$ cat src/common/csfl_regs.vh
// Register offsets, field positions and reset values of the status flag block.
`ifndef CSFL_REGS_VH
`define CSFL_REGS_VH

`define CSFL_FLAGS_OFS      12'h000
`define CSFL_CMD_OFS        12'h004
`define CSFL_OPND_OFS       12'h008
`define CSFL_RESULT_OFS     12'h00c

`define CSFL_BIT_CARRY      0
`define CSFL_BIT_HALF       1
`define CSFL_BIT_ZERO       2
`define CSFL_BIT_OVF        3
`define CSFL_BIT_HALT       4
`define CSFL_BIT_DOG        5
`define CSFL_BIT_CHAIN      6
`define CSFL_BIT_SIGNED     7

`define CSFL_FLAGS_RST      8'h00
`define CSFL_WR_MASK        8'h0f

`define CSFL_OP_NONE        4'h0
`define CSFL_OP_ADD         4'h1
`define CSFL_OP_ADC         4'h2
`define CSFL_OP_SUB         4'h3
`define CSFL_OP_SUB_BRW     4'h4
`define CSFL_OP_LOGIC       4'h5
`define CSFL_OP_RLC         4'h6
`define CSFL_OP_RRC         4'h7
`define CSFL_OP_DOG_CLR     4'h8
`define CSFL_OP_HALT        4'h9
`define CSFL_OP_FLAG_WR     4'ha
`define CSFL_OP_CALL        4'hb

`endif

$ cat src/hw/csfl_alu_flags.v
// Combinational flag computation for one instruction result.
`timescale 1ns/1ps
module csfl_alu_flags
(
    // Operation
    input  wire [3:0] op,
    input  wire [7:0] opnd_a,
    input  wire [7:0] opnd_b,
    input  wire       carry_in,
    // Results
    output reg  [7:0] result,
    output reg        carry_out,
    output reg        half_out,
    output reg        ovf_out,
    output reg        arith
);
`include "csfl_regs.vh"

    reg [8:0] sum;
    reg [4:0] low;
    reg [7:0] bin;
    reg       cin;
    reg       c7;

    always @*
    begin
        bin       = opnd_b;
        cin       = 1'b0;
        sum       = 9'h000;
        low       = 5'h00;
        c7        = 1'b0;
        result    = opnd_a;
        carry_out = carry_in;
        half_out  = 1'b0;
        ovf_out   = 1'b0;
        arith     = 1'b0;
        case (op)
            `CSFL_OP_ADD, `CSFL_OP_ADC, `CSFL_OP_SUB, `CSFL_OP_SUB_BRW:
            begin
                // Subtraction adds the inverse, so carry out means no borrow.
                bin   = (op == `CSFL_OP_SUB || op == `CSFL_OP_SUB_BRW) ? ~opnd_b : opnd_b;
                cin   = (op == `CSFL_OP_SUB) ? 1'b1 : (op == `CSFL_OP_ADD) ? 1'b0 : carry_in;
                sum   = {1'b0, opnd_a} + {1'b0, bin} + {8'h00, cin};
                low   = {1'b0, opnd_a[3:0]} + {1'b0, bin[3:0]} + {4'h0, cin};
                c7    = opnd_a[7] ^ bin[7] ^ sum[7];
                result    = sum[7:0];
                carry_out = sum[8];
                half_out  = low[4];
                ovf_out   = c7 ^ sum[8];
                arith     = 1'b1;
            end
            `CSFL_OP_LOGIC:
            begin
                result = opnd_a & opnd_b;
                arith  = 1'b1;
            end
            `CSFL_OP_RLC:
            begin
                result    = {opnd_a[6:0], carry_in};
                carry_out = opnd_a[7];
            end
            `CSFL_OP_RRC:
            begin
                result    = {carry_in, opnd_a[7:1]};
                carry_out = opnd_a[0];
            end
            default:
            begin
                result = opnd_a;
            end
        endcase
    end
endmodule

$ cat src/hw/csfl_top.v
// Status flag register of the core with an AHB-Lite register slave.
//
// Functional notes
// - No automatic flag save on interrupt or call.
// - Signed compare equals overflow XOR result MSB.
// - Plain subtract copies zero into chained zero.
// - Borrow subtract ANDs chained zero with zero.
// - Other instructions leave chained zero alone.
// - Dog flag cleared by reset, clear, halt.
// - Halt flag cleared by reset, clear; halt sets.
// - Overflow is carry into MSB XOR out.
// - Zero flag follows arithmetic or logic result.
// - Half carry from low nibble, inverted borrow.
// - Carry on add carry or subtract no-borrow.
// - Rotate through carry updates carry flag.
// - Software writes never touch dog, halt flags.
`timescale 1ns/1ps
module csfl_top
(
    // Clock and reset
    input  wire        hclk,
    input  wire        hresetn,
    // AHB-Lite slave
    input  wire        hsel,
    input  wire [31:0] haddr,
    input  wire [1:0]  htrans,
    input  wire        hwrite,
    input  wire [2:0]  hsize,
    input  wire [31:0] hwdata,
    input  wire        hready,
    output reg  [31:0] hrdata,
    output reg         hreadyout,
    output reg         hresp,
    // Datapath instruction port
    input  wire        instr_valid,
    input  wire [3:0]  instr_op,
    input  wire [7:0]  instr_a,
    input  wire [7:0]  instr_b,
    // Watchdog event from the timer domain pin
    input  wire        dog_expiry,
    // Flag and result outputs
    output reg  [7:0]  cpu_flags,
    output reg  [7:0]  instr_result
);
`include "csfl_regs.vh"

////////////////////////////////////////////////////////////////////////////////

    reg        dog_s1_q;
    reg        dog_s2_q;
    reg        dog_s3_q;
    reg        ph_wr_q;
    reg [11:0] ph_addr_q;
    reg [7:0]  opnd_q;
    reg [7:0]  flags_d;
    reg [3:0]  op_d;
    reg [7:0]  a_d;
    reg [7:0]  b_d;
    reg        go_d;
    reg        sw_wr;
    reg [7:0]  sw_val;
    wire [7:0] res;
    wire       c_out;
    wire       h_out;
    wire       v_out;
    wire       arith;
    wire       dog_evt;
    wire       zero;

    // The watchdog line comes from another clock, so it is synchronised first.
    always @(posedge hclk or negedge hresetn)
    begin
        if (!hresetn)
        begin
            dog_s1_q <= 1'b0;
            dog_s2_q <= 1'b0;
            dog_s3_q <= 1'b0;
        end
        else
        begin
            dog_s1_q <= dog_expiry;
            dog_s2_q <= dog_s1_q;
            dog_s3_q <= dog_s2_q;
        end
    end

    assign dog_evt = dog_s2_q & ~dog_s3_q;

////////////////////////////////////////////////////////////////////////////////

    wire addr_phase = hsel & hready & htrans[1];

    always @(posedge hclk or negedge hresetn)
    begin
        if (!hresetn)
        begin
            ph_wr_q   <= 1'b0;
            ph_addr_q <= 12'h000;
            hreadyout <= 1'b1;
            hresp     <= 1'b0;
        end
        else
        begin
            hreadyout <= 1'b1;
            hresp     <= 1'b0;
            if (hready)
            begin
                ph_wr_q   <= addr_phase & hwrite;
                ph_addr_q <= haddr[11:0];
            end
        end
    end

    // Read data is prepared in the address phase so that it stands registered.
    always @(posedge hclk or negedge hresetn)
    begin
        if (!hresetn)
            hrdata <= 32'h00000000;
        else if (addr_phase && !hwrite)
        begin
            case (haddr[11:0])
                `CSFL_FLAGS_OFS:  hrdata <= {24'h000000, flags_d};
                `CSFL_OPND_OFS:   hrdata <= {24'h000000, opnd_q};
                `CSFL_RESULT_OFS: hrdata <= {24'h000000, instr_result};
                default:          hrdata <= 32'h00000000;
            endcase
        end
    end

////////////////////////////////////////////////////////////////////////////////

    // A bus write to the command register issues one instruction; the datapath port has priority.
    always @*
    begin
        sw_wr  = ph_wr_q && (ph_addr_q == `CSFL_FLAGS_OFS);
        sw_val = hwdata[7:0];
        go_d   = instr_valid | (ph_wr_q && (ph_addr_q == `CSFL_CMD_OFS));
        op_d   = instr_valid ? instr_op : hwdata[3:0];
        a_d    = instr_valid ? instr_a : opnd_q;
        b_d    = instr_valid ? instr_b : hwdata[15:8];
        // Only an issued instruction may write through its operand; a bus write keeps its own data.
        if (go_d && op_d == `CSFL_OP_FLAG_WR && !sw_wr)
        begin
            sw_wr  = 1'b1;
            sw_val = a_d;
        end
    end

    always @(posedge hclk or negedge hresetn)
    begin
        if (!hresetn)
            opnd_q <= 8'h00;
        else if (ph_wr_q && ph_addr_q == `CSFL_OPND_OFS)
            opnd_q <= hwdata[7:0];
    end

    csfl_alu_flags u_alu
    (
        .op        (go_d ? op_d : `CSFL_OP_NONE),
        .opnd_a    (a_d),
        .opnd_b    (b_d),
        .carry_in  (cpu_flags[`CSFL_BIT_CARRY]),
        .result    (res),
        .carry_out (c_out),
        .half_out  (h_out),
        .ovf_out   (v_out),
        .arith     (arith)
    );

    assign zero = (res == 8'h00);

////////////////////////////////////////////////////////////////////////////////

    // Calls and interrupts only change the program counter; no flag copy is made here.
    always @*
    begin
        flags_d = cpu_flags;
        if (go_d && arith)
        begin
            flags_d[`CSFL_BIT_ZERO] = zero;
            flags_d[`CSFL_BIT_OVF]  = v_out;
            flags_d[`CSFL_BIT_SIGNED] = v_out ^ res[7];
            if (op_d != `CSFL_OP_LOGIC)
            begin
                flags_d[`CSFL_BIT_CARRY] = c_out;
                flags_d[`CSFL_BIT_HALF]  = h_out;
            end
            if (op_d == `CSFL_OP_SUB)
                flags_d[`CSFL_BIT_CHAIN] = zero;
            else if (op_d == `CSFL_OP_SUB_BRW)
                flags_d[`CSFL_BIT_CHAIN] = cpu_flags[`CSFL_BIT_CHAIN] & zero;
            // Other opcodes keep chained zero as it was.
        end
        if (go_d && (op_d == `CSFL_OP_RLC || op_d == `CSFL_OP_RRC))
            flags_d[`CSFL_BIT_CARRY] = c_out;
        if (go_d && op_d == `CSFL_OP_DOG_CLR)
        begin
            flags_d[`CSFL_BIT_DOG]  = 1'b0;
            flags_d[`CSFL_BIT_HALT] = 1'b0;
        end
        if (go_d && op_d == `CSFL_OP_HALT)
        begin
            flags_d[`CSFL_BIT_DOG]  = 1'b0;
            flags_d[`CSFL_BIT_HALT] = 1'b1;
        end
        // A time-out arriving with a clear still leaves the flag set.
        if (dog_evt)
            flags_d[`CSFL_BIT_DOG] = 1'b1;
        // Only the low four bits take written data.
        if (sw_wr)
            flags_d = (flags_d & ~`CSFL_WR_MASK) | (sw_val & `CSFL_WR_MASK);
    end

    always @(posedge hclk or negedge hresetn)
    begin
        if (!hresetn)
        begin
            cpu_flags    <= `CSFL_FLAGS_RST;
            instr_result <= 8'h00;
        end
        else
        begin
            cpu_flags <= flags_d;
            if (go_d)
                instr_result <= res;
        end
    end
endmodule

$ cat config.mk
export PLATFORM = sky130hd
export DESIGN_NAME = csfl_top
export DESIGN_NICKNAME = d
export VERILOG_FILES = /design/src/hw/csfl_alu_flags.v /design/src/hw/csfl_top.v
export VERILOG_INCLUDE_DIRS = /design/src /design/src/common
export SDC_FILE = /design/constraint.sdc
export NUM_CORES = 1
export LEC_CHECK = 0
export BUFFER_PORTS_ARGS = -buffer_cell sky130_fd_sc_hd__buf_2
export CORE_MARGIN = 1.5
export CORE_UTILIZATION = 31
export DETAILED_ROUTE_END_ITERATION = 8
export HOLD_SLACK_MARGIN = 0.08
export PLACE_DENSITY_LB_ADDON = 0.08
export SYNTH_ARGS = -nofsm -noshare
export SYNTH_HDL_FRONTEND = slang
export SYNTH_HIERARCHICAL = 1
export SYNTH_SLANG_ARGS = --single-unit
$ cat constraint.sdc
create_clock -name hclk -period 10.6 [get_ports hclk]
set_clock_uncertainty 0.1 [all_clocks]
set_input_delay 0 -clock hclk [delete_from_list [all_inputs] [get_ports hclk]]
set_output_delay 0 -clock hclk [all_outputs]
set_load 0.05 [all_outputs]
==> tab_implementation.tex <==
\begin{tabular}{lr}
\hline
Metric & Value \\
\hline
\multicolumn{2}{l}{\textbf{Floorplan}} \\
\quad Number of top-level design ports & between 100 and 150 \\
\quad Die width & $\sim$110 um \\
\quad Die span in y & 113 um \\
\quad Starting density of the core & between 30\% and 40\% \\
\quad Row Count & 39 \\
\quad Die Area & 0.0127 mm2 \\
\quad Core Area & 0.0116 mm2 \\
\multicolumn{2}{l}{\textbf{Critical path}} \\
\quad CP Buf/Inv Count & 1 \\
\quad Type of the worst setup path & reg -> reg \\
\quad Critical path endpoint category & flip-flop \\
\quad Setup crit start kind & flip-flop \\
\quad CP max stage cell & a21oi\_1 \\
\quad Worst Path Arrival & 5.66 ns \\
\quad Crit-path max cell delay & 0.87 ns \\
\quad CP Max Fanout & 14 \\
\quad Cells traversed along the worst timing path & nor4b\_4 > a41oi\_1 > a21oi\_1 > nand3b\_1 > a21oi\_4 > xor2\_1 > fa\_1 > inv\_1 > fa\_1 > nand2b\_1 > a21oi\_1 > nor2\_1 > xor2\_1 > o221ai\_1 > nor4\_1 > nand2\_1 > nand3\_1 > o32a\_1 > a21o\_1 \\
\quad WP data required & 10.67 ns \\
\quad Gate family responsible for the most delay along the worst path & compound AO/OA/AOI/OAI gates \\
\multicolumn{2}{l}{\textbf{Synthesis}} \\
\quad Seq/Total Area, Yosys & 32.2\% \\
\quad Yosys synthesis warning count & 6 \\
\quad Number of enable flip-flop cells after synthesis & 0 \\
\quad Flop and latch count out of synthesis & 48 \\
\quad Cell count after synthesis & 371 \\
\quad Distinct cell type count after synthesis & 73 \\
\quad Fraction of synthesis flops using an asynchronous set or reset pin & 100\% \\
\quad Post-Synthesis Mean Instance Area & 10.1 um2 \\
\quad Top\_reg\_cell synth & dfrtp\_1 \\
\quad Cell area after technology mapping & 0.00373 mm2 \\
\multicolumn{2}{l}{\textbf{Routing}} \\
\quad 1st-pass router iterations & 4 \\
\quad Via count & 3133 \\
\quad Violation count after the first detailed-route iteration & 150 \\
\quad Average wire per cell in the routed design & 17.6 um \\
\quad Total length of routed wires & 10.8 mm \\
\quad Antenna-violating nets left & 0 \\
\quad DRC violation count after routing & 0 \\
\quad Via-per-instance ratio & 5.12 \\
\multicolumn{2}{l}{\textbf{Power}} \\
\quad Combinational share of power & 39.5\% \\
\quad Sequential group share of total power & 33.8\% \\
\quad Pwr Density & approximately 150 mW/mm2 \\
\quad Leakage Power & 0.00213 uW \\
\quad PnR Total Power & 675 uW \\
\quad Int Pwr & slightly above 400 uW \\
\quad Net switching power of the design & about 270 uW \\
\quad Net switching share of the total power & 39.9\% \\
\quad IR drop worst, VDD & 83.7 uV \\
\quad Clk pwr share & 26.7\% \\
\multicolumn{2}{l}{\textbf{GRT}} \\
\quad All-layer global routing usage & 17.2\% \\
\quad First-pass GRT wire length & 17.2 mm \\
\quad Number of global-route vias before repair & 3164 \\
\quad Largest net degree at the start of global routing & 49 \\
\quad Initial antenna violation count & 0 \\
\quad GR Overflow Total & 0 \\
\multicolumn{2}{l}{\textbf{Finish}} \\
\quad Finished Core Util & 39.4\% \\
\quad Share of layout cells above drive strength 1 & 34.3\% \\
\quad Signed area change from the synthesized netlist to the final layout & 21.9\% \\
\quad Total of fill cells in the finished design & 1196 \\
\quad Net count, final & around 570 \\
\quad Antenna Cells & 0 \\
\multicolumn{2}{l}{\textbf{Status}} \\
\quad Run status & finished clean \\
\multicolumn{2}{l}{\textbf{Timing}} \\
\quad Maximum clock rate & 179 MHz \\
\quad RSZ-0062 raised after global routing & false \\
\quad Clock period minus final worst setup slack & 5.59 ns \\
\quad Final period util & 52.7\% \\
\quad Final total negative setup slack & 0 ns \\
\quad Max\_slew headroom & around 30\% \\
\quad Final number of hold-violating endpoints & 0 \\
\quad Slew at the pin with the worst max-slew slack & 1.05 ns \\
\quad Final setup viols & 0 \\
\quad Final-report max-slew violation count & 0 \\
\multicolumn{2}{l}{\textbf{CTS}} \\
\quad CTS tree & built \\
\quad Clock latency reported for the late side of the worst-skew pair & 0.28 ns \\
\quad Library cell used as clock root buffer & clkbuf\_16 \\
\quad Clock sink total & 48 \\
\quad Number of buffers inserted to repair setup after CTS & 0 \\
\quad Inserted Clock Buffers & 5 \\
\quad Clock slew at reported path FFs & 0.07 ns \\
\quad Longest Clk Path Bufs & 2 \\
\quad \# H-tree levels & 2 \\
\multicolumn{2}{l}{\textbf{Placement}} \\
\quad Number of buffer cells added on primary ports & 79 \\
\quad Final HPWL from detailed placement & about 8.3 mm \\
\quad Last weighted congestion value of the routability-driven placer & 0.854 \\
\multicolumn{2}{l}{\textbf{Flow run}} \\
\quad Max-cap check violation count & 0 \\
\multicolumn{2}{l}{\textbf{Worst hold path}} \\
\quad Hold/Removal Path Class & in -> reg \\
\hline
\end{tabular}
==> routing by layer <==
| layer | vias to the layer above | track usage (%) | routed length (um) |
|---|---|---|---|
| met5 | - | 0 | 0 |
| met4 | 0 | 3.12 | 81 |
| met3 | 6 | 2.04 | 463 |
| met2 | 97 | 28.7 | 4930 |
| met1 | 1527 | 24.4 | 5290 |
| li1 | 1503 | - | - |
==> power by group through the flow <==
stage                     sequential, uW  combinational [uW]  clock (uW)
after floorplan                      284                 143           0
after CTS                            229                 268         186
final                                228                 267         180
after global placement               232                 260           0
after detailed placement             232                 260           0
after global routing                 231                 286         193
==> cells in the final DEF (no fill, tap or decap), types with 2 or more instances in the layout <==
cell,count
buf_2,79
dfrtp_1,48
mux2_2,45
nand2_1,26
conb_1,26
dlygate4sd3_1,24
mux2i_1,21
nor2_1,20
a21oi_1,18
o21ai_0,17
xor2_1,11
inv_1,9
o221ai_1,7
ha_1,7
nand2b_1,6
a21o_1,6
nand3_1,5
a31oi_1,5
clkbuf_16,5
o21ai_1,4
nor4_1,4
xnor2_1,4
and2_1,3
mux2_1,3
nand4_1,3
buf_4,3
nor4_4,2
and3b_1,2
inv_2,2
o22ai_1,2
nor3_4,2
o22a_1,2
nor3_1,2
nand4b_1,2
or4b_1,2
a22o_1,2
fa_1,2
==> area by class of cell <==
class	count	area (um2)	share of cell area, %
Clock inverter	3	42.5	0.934
Multi-Input combinational cell	296	2310	50.6
Clock buffer	5	125	2.75
Timing Repair Buffer	106	658	14.5
Sequential cell	48	1200	26.4
Inverter	11	41.3	0.907
Tap cell	143	179	3.93
==> tightest hold or removal path: cells and delay by family <==
kind	cells	cell delay [ns]
and+or+nand+nor	2	0.16
buffers and inverters	1	0.09
muxes	1	0.09
AOI/OAI and AO/OA	1	0.08
==> cell families (layout without fill, tap and decap cells) <==
family / after synthesis / after routing / share of synthesized area (%)
buffers and inverters: 51 / 125 / 8.51
multiplexers: 69 / 69 / 20.1
XOR/XNOR: 16 / 16 / 3.95
other: 2 / 26 / 0.201
AND/OR/NAND/NOR: 94 / 94 / 16.2
adder cells (fa/ha/maj): 9 / 9 / 3.42
flip-flops: 48 / 48 / 32.2
AO/OA/AOI/OAI: 82 / 82 / 15.5
==> Yosys cell counts (all sizes together) (2+ instances only) <==
| library cell | instances | area (um2) |
|---|---|---|
| o221ai | 7 | 61.3 |
| nand3 | 6 | 35.0 |
| fa | 2 | 40.0 |
| nand4b | 3 | 32.5 |
| nand2 | 27 | 104 |
| a21oi | 20 | 115 |
| buf | 37 | 265 |
| inv | 11 | 41.3 |
| o22a | 2 | 17.5 |
| mux2 | 48 | 541 |
| o21ai | 22 | 114 |
| clkbuf | 3 | 11.3 |
| xnor2 | 4 | 35.0 |
| xor2 | 12 | 113 |
| o22ai | 2 | 12.5 |
| or3 | 2 | 17.5 |
| nor3 | 4 | 42.5 |
| or4b | 2 | 20.0 |
| a211oi | 3 | 40.0 |
| dfrtp | 48 | 1200 |
| nor4 | 6 | 67.6 |
| mux2i | 21 | 210 |
| conb | 2 | 7.51 |
| a21o | 6 | 45.0 |
| nand4 | 4 | 31.3 |
| and3b | 2 | 17.5 |
| and2 | 4 | 27.5 |
| nor2 | 22 | 92.6 |
| a22o | 2 | 17.5 |
| ha | 7 | 87.6 |
| a31oi | 5 | 31.3 |
| nand2b | 7 | 51.3 |
==> final timing paths <==
| kind | from | to | slack (ns) | cells past startpoint |
|---|---|---|---|---|
| worst max-delay path | ph_addr_q[8] | hrdata[6] | 5.01 | 19 |
| worst min-delay path | instr_a[2] | cpu_flags[2] | 0.09 | 5 |
| worst max register to register | ph_addr_q[8] | hrdata[6] | 5.01 | 19 |
| worst min register to register | dog_s1_q | dog_s2_q | 0.25 | 0 |
| max in group asynchronous | hresetn | cpu_flags[2] | 9.72 | 3 |
| min in group asynchronous | hresetn | opnd_q[4] | 0.26 | 3 |
==> stage by stage <==
step | cell area, um2 | setup slack (ns) | hold WS [ns] | cells
6_report | 4550 | 5.01 | 0.0886 | 612
5_1_grt | 4550 | 4.51 | 0.106 | 612
4_1_cts | 4550 | 4.92 | 0.0897 | 612
3_5_place_dp | 4150 | 4.97 | 0.00989 | 580
3_3_place_gp | 4150 | 4.96 | 0.0117 | 580
2_1_floorplan | 3820 | 5.95 | -0.396 | 395
==> flip-flops by register name, indices dropped and copies added (netlist names) <==
signal	count
opnd_q	8
dog_s2_q	1
hrdata	8
ph_addr_q	12
cpu_flags	8
instr_result	8
dog_s1_q	1
dog_s3_q	1
ph_wr_q	1
==> timing repair <==
item                                   CTS  global route
hold buffers                            24             0
setup endpoints to repair                0             0
gates resized for setup                  0             0
endpoints found under the hold margin   77             0
Note: power is estimated with default switching activity, not from simulation.
